[src/rtl/msio_defs.svh]
`ifndef MSIO_DEFS_SVH
`define MSIO_DEFS_SVH

// Clock rate, documented times and skipped-point limit.
`define MSIO_CLK_KHZ 25000
`define MSIO_T_CLEAR_US 5000
`define MSIO_T_OPEN_US 1500
`define MSIO_T_JUDGE_MS 50
`define MSIO_T_DONE_MS 30
`define MSIO_T_BEAT_MS 500
`define MSIO_SKIP_LIMIT 10

// Register byte offsets.
`define MSIO_ADDR_CTRL 4'h0
`define MSIO_ADDR_PRESET 4'h4
`define MSIO_ADDR_STATUS 4'h8
`define MSIO_ADDR_CARD 4'hC

// Control and card register fields.
`define MSIO_CTRL_LEVEL 0
`define MSIO_CTRL_SECT_EXT 1
`define MSIO_CTRL_RELATIVE 2
`define MSIO_CTRL_SECT_LO 4
`define MSIO_CTRL_SECT_HI 7
`define MSIO_CARD_CLR 0

// Synchronised input vector positions.
`define MSIO_IN_ZERO 0
`define MSIO_IN_PRESET 1
`define MSIO_IN_START 2
`define MSIO_IN_STOP 3
`define MSIO_IN_SECT 4
`define MSIO_IN_RESET 5
`define MSIO_IN_LOCK 6
`define MSIO_IN_LIGHT 7
`define MSIO_IN_COUNT 8

`endif

[src/rtl/msio_pkg.sv]
package msio_pkg;

	typedef enum logic [2:0] {
		msio_await_start,
		msio_await_release,
		msio_open_wait,
		msio_await_level,
		msio_sampling,
		msio_judge_wait,
		msio_done_wait
	} msio_state_t;

endpackage : msio_pkg

[src/rtl/msio_top.sv]
`timescale 1ns/1ps
`include "msio_defs.svh"

module msio_top #(
	parameter int unsigned DATA_W = 16,
	parameter int unsigned SECT_W = 4,
	parameter int unsigned CNT_W = 24,
	parameter int unsigned T_CLEAR =
		`MSIO_T_CLEAR_US * `MSIO_CLK_KHZ / 1000,
	parameter int unsigned T_OPEN =
		`MSIO_T_OPEN_US * `MSIO_CLK_KHZ / 1000,
	parameter int unsigned T_JUDGE = `MSIO_T_JUDGE_MS * `MSIO_CLK_KHZ,
	parameter int unsigned T_DONE = `MSIO_T_DONE_MS * `MSIO_CLK_KHZ,
	parameter int unsigned T_BEAT = `MSIO_T_BEAT_MS * `MSIO_CLK_KHZ
) (
	// Clock and reset.
	input wire logic sys_clk,
	input wire logic reset,
	// Controller inputs.
	input wire logic zero_req,
	input wire logic displacement_preset,
	input wire logic start_in,
	input wire logic stop_in,
	input wire logic section_adv,
	input wire logic reset_in,
	input wire logic panel_lock,
	input wire logic backlight_in,
	// Measurement engine conditions.
	input wire logic [DATA_W-1:0] load_value,
	input wire logic disp_pulse,
	input wire logic level_crossed,
	input wire logic stop_cond,
	input wire logic hold_done,
	input wire logic peak_judged,
	input wire logic peak_low_hit,
	input wire logic peak_high_hit,
	input wire logic profile_low_hit,
	input wire logic profile_high_hit,
	input wire logic area_passed,
	input wire logic rel_ref_reached,
	input wire logic point_skipped,
	input wire logic sensor_error,
	input wire logic overrange,
	input wire logic overload_cond,
	input wire logic zero_over_limit,
	input wire logic card_error,
	input wire logic autosave_busy,
	input wire logic panel_edit_req,
	// Controller outputs.
	output logic peak_low,
	output logic peak_pass,
	output logic peak_high,
	output logic profile_low,
	output logic profile_pass,
	output logic profile_high,
	output logic complete,
	output logic overload,
	output logic load_healthy,
	output logic displacement_healthy,
	output logic card_healthy,
	output logic heartbeat,
	// Engine and panel outputs.
	output logic [DATA_W-1:0] zero_offset,
	output logic [DATA_W-1:0] displacement,
	output logic [SECT_W-1:0] hold_section,
	output logic sampling,
	output logic discard,
	output logic panel_edit_ok,
	output logic backlight,
	// Register port.
	input wire logic [3:0] reg_addr,
	input wire logic [31:0] reg_wdata,
	input wire logic reg_wr,
	input wire logic reg_rd,
	output logic [31:0] reg_rdata
);

	function automatic logic [CNT_W-1:0] ticks(input int unsigned n);
		ticks = (n > 1) ? CNT_W'(n - 1) : '0;
	endfunction : ticks

	logic [`MSIO_IN_COUNT-1:0] raw;
	logic [`MSIO_IN_COUNT-1:0] sync1_q;
	logic [`MSIO_IN_COUNT-1:0] sync2_q;
	logic [`MSIO_IN_COUNT-1:0] prev_q;
	logic [`MSIO_IN_COUNT-1:0] rise;
	logic [`MSIO_IN_COUNT-1:0] fall;
	logic [`MSIO_IN_COUNT-1:0] lvl;

	msio_pkg::msio_state_t state_q;
	logic [CNT_W-1:0] timer_q;
	logic [CNT_W-1:0] beat_q;
	logic timer_done;
	logic start_ok;
	logic stop_now;
	logic cleanup_q;
	logic [7:0] ctrl_q;
	logic [DATA_W-1:0] preset_q;
	logic [DATA_W-1:0] pulse_cnt_q;
	logic [SECT_W-1:0] holds_q;
	logic [SECT_W-1:0] sect_cfg;
	logic judged_q;
	logic area_q;
	logic ref_q;
	logic [3:0] skip_q;
	logic skip_flag;
	logic card_err_q;
	logic late_save_q;
	logic card_clr;

	assign raw = {backlight_in, panel_lock, reset_in, section_adv,
		stop_in, start_in, displacement_preset, zero_req};

	// Two-stage synchroniser, edges from stage two against stage three.
	always_ff @(posedge sys_clk) begin
		if (reset) begin
			sync1_q <= '0;
			sync2_q <= '0;
			prev_q <= '0;
		end else begin
			sync1_q <= raw;
			sync2_q <= sync1_q;
			prev_q <= sync2_q;
		end
	end

	assign lvl = sync2_q;
	assign rise = sync2_q & ~prev_q;
	assign fall = ~sync2_q & prev_q;

	assign sect_cfg = ctrl_q[`MSIO_CTRL_SECT_HI:`MSIO_CTRL_SECT_LO];
	assign card_clr = reg_wr && reg_addr == `MSIO_ADDR_CARD &&
		reg_wdata[`MSIO_CARD_CLR];
	assign timer_done = timer_q == '0;
	assign start_ok = rise[`MSIO_IN_START] && !autosave_busy;
	assign stop_now = rise[`MSIO_IN_STOP] || stop_cond;
	assign sampling = state_q == msio_pkg::msio_sampling;
	assign discard = rise[`MSIO_IN_RESET] && sampling;

	// Measurement sequence.
	always_ff @(posedge sys_clk) begin
		if (reset) begin
			state_q <= msio_pkg::msio_await_start;
			timer_q <= '0;
		end else if (rise[`MSIO_IN_RESET]) begin
			state_q <= msio_pkg::msio_await_start;
			timer_q <= '0;
		end else begin
			if (!timer_done)
				timer_q <= timer_q - 1'b1;
			unique case (state_q)
			msio_pkg::msio_await_start: begin
				if (start_ok) begin
					state_q <= msio_pkg::msio_await_release;
					timer_q <= ticks(T_CLEAR);
				end
			end
			msio_pkg::msio_await_release: begin
				if (fall[`MSIO_IN_START]) begin
					state_q <= msio_pkg::msio_open_wait;
					timer_q <= ticks(T_OPEN);
				end
			end
			msio_pkg::msio_open_wait: begin
				if (timer_done) begin
					if (ctrl_q[`MSIO_CTRL_LEVEL])
						state_q <= msio_pkg::msio_await_level;
					else
						state_q <= msio_pkg::msio_sampling;
				end
			end
			msio_pkg::msio_await_level: begin
				if (level_crossed)
					state_q <= msio_pkg::msio_sampling;
			end
			msio_pkg::msio_sampling: begin
				if (stop_now) begin
					state_q <= msio_pkg::msio_judge_wait;
					timer_q <= ticks(T_JUDGE);
				end
			end
			msio_pkg::msio_judge_wait: begin
				if (timer_done) begin
					state_q <= msio_pkg::msio_done_wait;
					timer_q <= ticks(T_DONE);
				end
			end
			msio_pkg::msio_done_wait: begin
				if (timer_done)
					state_q <= msio_pkg::msio_await_start;
			end
			endcase
		end
	end

	// Pending output clear after an accepted start.
	always_ff @(posedge sys_clk) begin
		if (reset)
			cleanup_q <= 1'b0;
		else if (start_ok)
			cleanup_q <= 1'b1;
		else if (state_q != msio_pkg::msio_await_release || timer_done)
			cleanup_q <= 1'b0;
	end

	// Judgment latches and pass evaluation.
	always_ff @(posedge sys_clk) begin
		if (reset || rise[`MSIO_IN_RESET] || start_ok) begin
			peak_low <= 1'b0;
			peak_high <= 1'b0;
			profile_low <= 1'b0;
			profile_high <= 1'b0;
			peak_pass <= 1'b0;
			profile_pass <= 1'b0;
		end else if (sampling) begin
			peak_low <= peak_low | peak_low_hit;
			peak_high <= peak_high | peak_high_hit;
			profile_low <= profile_low | profile_low_hit;
			profile_high <= profile_high | profile_high_hit;
		end else if (state_q == msio_pkg::msio_judge_wait &&
			timer_done) begin
			// A failing result leaves the pass line off; the low and high latches keep their values.
			peak_pass <= judged_q && !peak_low && !peak_high &&
				holds_q >= sect_cfg;
			profile_pass <= area_q && !profile_low && !profile_high &&
				(!ctrl_q[`MSIO_CTRL_RELATIVE] || ref_q);
		end
	end

	// Evidence gathered during sampling for the pass outputs.
	always_ff @(posedge sys_clk) begin
		if (reset || start_ok || discard) begin
			judged_q <= 1'b0;
			area_q <= 1'b0;
			ref_q <= 1'b0;
			holds_q <= '0;
		end else if (sampling) begin
			judged_q <= judged_q | peak_judged;
			area_q <= area_q | area_passed;
			ref_q <= ref_q | rel_ref_reached;
			if (hold_done && holds_q != '1)
				holds_q <= holds_q + 1'b1;
		end
	end

	// Hold section selection.
	always_ff @(posedge sys_clk) begin
		if (reset || start_ok || rise[`MSIO_IN_RESET])
			hold_section <= '0;
		else if (ctrl_q[`MSIO_CTRL_SECT_EXT] && rise[`MSIO_IN_SECT] &&
			hold_section != '1)
			hold_section <= hold_section + 1'b1;
	end

	// Complete flag.
	always_ff @(posedge sys_clk) begin
		if (reset || start_ok || rise[`MSIO_IN_RESET])
			complete <= 1'b0;
		else if (state_q == msio_pkg::msio_done_wait && timer_done)
			complete <= 1'b1;
	end

	// Load zeroing.
	always_ff @(posedge sys_clk) begin
		if (reset)
			zero_offset <= '0;
		else if (rise[`MSIO_IN_ZERO])
			zero_offset <= load_value;
	end

	// Displacement preset and pulse counting.
	always_ff @(posedge sys_clk) begin
		if (reset) begin
			pulse_cnt_q <= '0;
			displacement <= '0;
		end else if (rise[`MSIO_IN_PRESET]) begin
			pulse_cnt_q <= '0;
			displacement <= preset_q;
		end else if (disp_pulse) begin
			pulse_cnt_q <= pulse_cnt_q + 1'b1;
			displacement <= displacement + 1'b1;
		end
	end

	// Skipped-point count per measurement.
	always_ff @(posedge sys_clk) begin
		if (reset || start_ok || rise[`MSIO_IN_RESET])
			skip_q <= '0;
		else if (point_skipped && !skip_flag)
			skip_q <= skip_q + 1'b1;
	end
	assign skip_flag = skip_q >= 4'(`MSIO_SKIP_LIMIT);

	// Card status; a new error wins over a clear in the same cycle.
	always_ff @(posedge sys_clk) begin
		if (reset) begin
			card_err_q <= 1'b0;
			late_save_q <= 1'b0;
		end else begin
			card_err_q <= card_error | (card_err_q & ~card_clr);
			if (state_q == msio_pkg::msio_await_start &&
				rise[`MSIO_IN_START])
				late_save_q <= autosave_busy;
		end
	end

	// Health, overload, panel and backlight outputs.
	always_ff @(posedge sys_clk) begin
		if (reset) begin
			load_healthy <= 1'b0;
			displacement_healthy <= 1'b0;
			card_healthy <= 1'b0;
			overload <= 1'b0;
			panel_edit_ok <= 1'b0;
			backlight <= 1'b0;
		end else begin
			load_healthy <= !(sensor_error || overrange || overload_cond ||
				zero_over_limit || lvl[`MSIO_IN_START] ||
				lvl[`MSIO_IN_RESET] || lvl[`MSIO_IN_ZERO] ||
				cleanup_q);
			displacement_healthy <= !(skip_flag || lvl[`MSIO_IN_START] ||
				lvl[`MSIO_IN_RESET] || lvl[`MSIO_IN_PRESET] ||
				cleanup_q);
			card_healthy <= !(card_err_q || late_save_q ||
				lvl[`MSIO_IN_START] || lvl[`MSIO_IN_RESET]);
			overload <= overload_cond;
			panel_edit_ok <= panel_edit_req && !lvl[`MSIO_IN_LOCK];
			backlight <= rise[`MSIO_IN_LIGHT] ||
				lvl[`MSIO_IN_LIGHT];
		end
	end

	// Heartbeat.
	always_ff @(posedge sys_clk) begin
		if (reset) begin
			beat_q <= '0;
			heartbeat <= 1'b0;
		end else if (beat_q == ticks(T_BEAT)) begin
			beat_q <= '0;
			heartbeat <= ~heartbeat;
		end else begin
			beat_q <= beat_q + 1'b1;
		end
	end

	// Configuration registers.
	always_ff @(posedge sys_clk) begin
		if (reset) begin
			ctrl_q <= '0;
			preset_q <= '0;
		end else if (reg_wr) begin
			if (reg_addr == `MSIO_ADDR_CTRL)
				ctrl_q <= reg_wdata[7:0];
			if (reg_addr == `MSIO_ADDR_PRESET)
				preset_q <= reg_wdata[DATA_W-1:0];
		end
	end

	// Read data, one cycle after the strobe; unmapped reads zero.
	always_ff @(posedge sys_clk) begin
		if (reset || !reg_rd) begin
			reg_rdata <= '0;
		end else begin
			unique case (reg_addr)
			`MSIO_ADDR_CTRL: reg_rdata <= {24'h000000, ctrl_q};
			`MSIO_ADDR_PRESET: reg_rdata <= 32'(preset_q);
			`MSIO_ADDR_STATUS: reg_rdata <= {16'h0000, pulse_cnt_q[3:0],
				4'(holds_q), skip_flag, card_err_q, late_save_q,
				judged_q, 1'b0, 3'(state_q)};
			default: reg_rdata <= '0;
			endcase
		end
	end

endmodule : msio_top

[config.mk]
export PLATFORM = sky130hd
export DESIGN_NAME = msio_top
export DESIGN_NICKNAME = d
export VERILOG_FILES = /design/src/rtl/msio_pkg.sv /design/src/rtl/msio_top.sv
export VERILOG_INCLUDE_DIRS = /design/src /design/src/rtl
export SDC_FILE = /design/constraint.sdc
export NUM_CORES = 1
export LEC_CHECK = 0
export BUFFER_PORTS_ARGS = -buffer_cell sky130_fd_sc_hd__buf_2
export CAP_MARGIN = 10
export CORE_MARGIN = 2
export CORE_UTILIZATION = 35
export CTS_CLUSTER_DIAMETER = 60
export DETAILED_ROUTE_END_ITERATION = 12
export PLACE_DENSITY = 0.59
export SLEW_MARGIN = 10
export SYNTH_ARGS = -nofsm -noshare
export SYNTH_HDL_FRONTEND = slang
export SYNTH_SLANG_ARGS = --single-unit
[constraint.sdc]
create_clock -name sys_clk -period 6.45 [get_ports sys_clk]
set_clock_uncertainty 0.2 [all_clocks]
set_input_delay 0.645 -clock sys_clk [delete_from_list [all_inputs] [get_ports sys_clk]]
set_output_delay 0.645 -clock sys_clk [all_outputs]
set_load 0.01 [all_outputs]
Word level (Yosys, flattened, before mapping)
Index checks and enable logic that the tools add are counted.
{ "op_classes": {"reduce_logical": 67, "addsub": 7, "muxes": 20, "n_bitwise": 16, "n_lt_le_gt_ge": 2, "n_eq_ne": 20} }
{ "ops": {"columns": ["op", "n"], "rows": [
  ["$mux W24", 5],
  ["$pmux W24 S4", 1],
  ["$pmux W16 S3", 1],
  ["$add A16 B1 Y16 const B", 2],
  ["$mux W16", 2],
  ["$add A24 B1 Y24 const B", 1],
  ["$eq A24 B24 Y1 const B", 1],
  ["$logic_not A24 Y1", 1],
  ["$logic_or A1 B1 Y1", 24],
  ["$mux W3", 8],
  ["$sub A24 B1 Y24 const B", 1],
  ["$pmux W3 S7", 1],
  ["$logic_and A1 B1 Y1", 18],
  ["$add A4 B1 Y4 const B", 3],
  ["$logic_not A1 Y1", 12],
  ["$ne A2 B2 Y1 const B", 6],
  ["$eq A3 B3 Y1 const B", 3],
  ["$and A8 B8 Y8", 1],
  ["$eq A4 B4 Y1 const B", 2],
  ["$ne A4 B4 Y1 const B", 2],
  ["$not A8 Y8", 1],
  ["$or A1 B1 Y1", 8],
  ["$reduce_and A2 Y1", 4],
  ["$reduce_and A7 Y1", 1],
  ["16 further kinds", 23]
]} }
{ "totals": {"in_bits": 83, "regBits": 211, "wordCells": 167} }

Longest topological paths before layout
{ "depth": {"depth_word": 8, "ltp_mapped": 10} }

Worst setup path before layout
Ideal clock, no wire load.
{ "synth_timing": {"path_type": "reg2reg", "start": "reg timer_q[0]", "end": "reg timer_q[0]", "path_stages_with_launch": 10, "t_arrival_ns": 2.205, "setup_ns": 0.132, "slack_ns": 3.913, "cell_sequence": "dfxtp_1 -> inv_1 -> ha_1 -> nor4b_1 -> nand3_1 -> nor3_1 -> inv_2 -> ha_1 -> o31ai_1 -> a21oi_1"} }
{ "synth_between": {"elab_chain_len": 4, "word_cells_on_any_way": 8} }
{ "synth_lines": {"columns": ["item", "line_no", "source"], "rows": [
  ["from (decl)", "msio_top.sv:91", "logic [CNT_W-1:0] timer_q;"],
  ["from (signal assigned)", "msio_top.sv:150", "timer_q <= timer_q - 1'b1;"],
  ["from (signal assigned)", "msio_top.sv:155", "timer_q <= ticks(T_CLEAR);"],
  ["from (signal assigned)", "msio_top.sv:161", "timer_q <= ticks(T_OPEN);"],
  ["$sub A24 B1 Y24 or $logic_not A24 Y1 (tied branches)", "msio_top.sv:150, msio_top.sv:134", null],
  ["$mux W24", "msio_top.sv:149", "if (!timer_done)"],
  ["$mux W24 (on tied branches)", null, null],
  ["$pmux W24 S4 *", "msio_top.sv:151", "unique case (state_q)"]
]} }
Every way passes the cells marked *; elsewhere a longest branch is shown, timed or not.
A chain may end at the register's enable or synchronous reset.

Worst setup path after layout
{ "layout_timing": {"start": "reg timer_q[1]", "end": "reg timer_q[0]"} }
{ "layout_between": {"elab_chain_len": 4, "word_cells_on_any_way": 7} }
{ "layout_lines": {"columns": ["item", "line_no", "source"], "rows": [
  ["$logic_not A24 Y1 *", "msio_top.sv:134", "assign timer_done = timer_q == '0;"],
  ["$mux W24", "msio_top.sv:149", null],
  ["$mux W24 (on tied branches)", null, null],
  ["$pmux W24 S4 *", "msio_top.sv:151", null]
]} }
Marked as above.

==> key figures <==
Logic synthesis
  – Sequential share of the synthesized area: 46.2%
  – Synthesized instance count: 899
  – Synth Register Bits: 181
  – Yosys warning total: 0
  – Syn Std Cell Area: 7850 µm²
  – Post-synthesis cell type with the largest combined area: dfxtp_1
  – Top FF cell, synth: dfxtp_1
  – Yosys cell types: 64
  – Top cells by area, synth: dfxtp_1 46%, nor2_1 5.4%, nand2_1 4.9%
  – Yosys top cell area share: 46.2%
  – Mean Syn Cell Area: 8.73 µm²
  – EDFF count, synth: 0
  – Synth async-reset ratio: 0%

Place
  – Port Buffers: 134
  – RD Place Congestion: 0.809
  – Placed Area: 8670 µm²
  – HPWL Detailed: 14000 µm

Die
  – Rows: 54
  – Starting Density: 35.9%
  – DIE AREA: 23600 µm²
  – DIE WIDTH: 154 µm
  – Die Ht: 154 µm
  – CORE AREA: 21900 µm²
  – I/O pin total: 167

Global route
  – GRT Overall Usage: 16.8%
  – Grt ovf: 0
  – Vias in the first global route: 6167
  – Initial antenna violation count: 5
  – Largest net degree at the start of global routing: 64
  – First-pass GRT wire length: 32100 µm

Clock network
  – Clk slew on worst S/H paths: 0.07 ns
  – Clock Tree Buf Depth: 2
  – Hold buffers post-CTS: 0
  – Post-CTS setup buffers: 0
  – Num CTS Buffers: 17
  – CTS tree: built
  – Post-cts gate resize count: 0
  – H-tree levels: 4
  – Clock sinks: 181
  – Worst-Skew Late Latency: 0.44 ns
  – Clk root buf: clkbuf_16

Finish
  – FILL cells: 2206
  – Finished Cell Area: 9290 µm²
  – Area of the multi-input gates: 3940 µm²
  – Commonest cells after routing, fill and taps aside: 181 x dfxtp_1, 134 x buf_2, 112 x nor2_1, 102 x nand2_1, 61 x a21oi_1
  – Register area: 3620 µm²
  – Commonest non-fill, non-tap cell in the layout: dfxtp_1
  – Area growth syn-to-layout: 18.4%
  – Final nets: 1109
  – Layout cells sized above 1: 18.0%

Setup path
  – Crit start category: flip-flop
  – R2r endpoint: timer_q[0]
  – Data arrival, critical path: 3.55 ns
  – CP Max Fanout: 10
  – Reg2Reg Setup Slack: 3.00 ns
  – Critical path required time: 6.54 ns
  – CP endpoint: timer_q[0]
  – Critical Path End Type: flip-flop
  – Worst R2R Path Depth: 9
  – Worst setup path start: timer_q[1]
  – Setup CP Type: reg -> reg
  – RR Startpoint: timer_q[1]

STA
  – Worst rel slew slack: 28.4%
  – Endpoints failing hold: 0
  – Pins Over Slew Limit: 0
  – Setup TNS: 0 ns
  – Max Fclk: 289 MHz
  – Measured slew at the worst slew-check pin: 1.07 ns
  – Period utilization: 53.6%
  – Hold_ws: 0.154 ns
  – Setup violators final: 0
  – Crit path time final: 3.45 ns
  – RSZ-0062 raised after global routing: no

Routing
  – Antenna viol nets, final: 0
  – Residual DRC count: 0
  – WL final: 19800 µm
  – WL per Instance: 15.1 µm
  – DR pass1 iterations: 5
  – Routed vias/inst: 5.04
  – DR vias: 6595
  – Initial DRC Count: 427

Power and ir drop
  – PD cells: 342 nW/µm²
  – Static leakage: 3.72 nW
  – Worst IR Drop VDD: 0.278 mV

Status
  – Status: completed

Flow run
  – Max Cap Viol: 0

Worst hold path
  – HP Class: in -> reg
-- kinds of logic after synthesis --
group	synth area share [%]
compound gates	11.8
xor+xnor	6.69
fa+ha+maj	2.23
buf+inv	4.40
flops	46.2
mux	2.68
other cells	0.0478
simple gates	26.0
-- per-stage QoR --
step | instances | setup WS (ns) | utilization (%) | power (mW)
6_report | 1308 | 3.00 | 42.5 | 3.18
2_1_floorplan | 914 | 3.91 | - | 1.93
3_5_place_dp | 1273 | 3.11 | 39.6 | 2.13
4_1_cts | 1305 | 3.08 | 42.4 | 3.20
3_3_place_gp | 1273 | 3.07 | 39.6 | 2.12
5_1_grt | 1306 | 2.77 | 42.4 | 3.35
-- Yosys cell counts (4+ instances only) --
master / n
dfxtp_1: 181
nor2_1: 112
nand2_1: 102
a21oi_1: 61
clkbuf_1: 37
xor2_1: 36
nor2b_1: 32
nand3_1: 29
nor3_1: 26
xnor2_1: 24
a211oi_1: 23
mux2i_1: 21
nand4_1: 21
buf_4: 16
inv_1: 16
o21ai_0: 16
nor4_1: 15
ha_1: 14
a22oi_1: 8
and3_1: 8
nand2b_1: 7
nand4b_1: 6
nor3b_1: 6
o31ai_1: 6
or3_1: 6
a31oi_1: 5
and2_1: 5
nor4b_1: 4
or4_1: 4
-- report_power, final --
part | internal [mW] | total (mW) | switching, mW
sequential | 1.21 | 1.31 | 0.103
clock | 0.557 | 1.07 | 0.510
combinational | 0.310 | 0.804 | 0.494
-- registers in the layout (all words and copies together) (netlist names), 3 cells and up --
name / flops
beat_q: 24
timer_q: 24
displacement: 16
preset_q: 16
reg_rdata: 16
zero_offset: 16
ctrl_q: 8
lvl: 8
sync1_q: 8
prev_q: 6
hold_section: 4
holds_q: 4
pulse_cnt_q: 4
skip_q: 4
state_q: 3
-- routing by layer --
metal | track usage (%) | share of wire (%) | up-vias
met2 | 25.9 | 45 | 174
met4 | 6.77 | 2.0 | 2
li1 | - | - | 3325
met1 | 22.7 | 47 | 3059
met5 | 0 | 0.081 | -
met3 | 3.80 | 5.7 | 35
-- worst max-delay path, stage by stage (launching register included) --
cell	delay [ns]
dfxtp_1	0.33
inv_1	0.10
ha_1	0.15
nor4b_1	0.65
nand3_1	0.37
nor3_1	0.57
inv_2	0.24
ha_1	0.33
o31ai_1	0.26
a21oi_1	0.10
-- worst min-delay path by stage --
stage,start,to,cells past startpoint
floorplan,lvl[6],panel_edit_ok,1
global placement,lvl[6],panel_edit_ok,1
detailed placement,lvl[6],panel_edit_ok,1
CTS,zero_over_limit,load_healthy,2
global route,zero_over_limit,load_healthy,2
finish,zero_over_limit,load_healthy,2
-- cell type report --
cell class                      count  share of cell area, %
Antenna cell                        3                 0.0808
Tap cell                          280                   3.77
Sequential cell                   181                   39.0
Inverter                           17                  0.687
Clock inverter                     15                   2.01
Clock buffer                       17                   4.58
Multi-Input combinational cell    658                   42.4
Timing Repair Buffer              137                   7.46
Note: power is estimated with default switching activity, not from simulation.
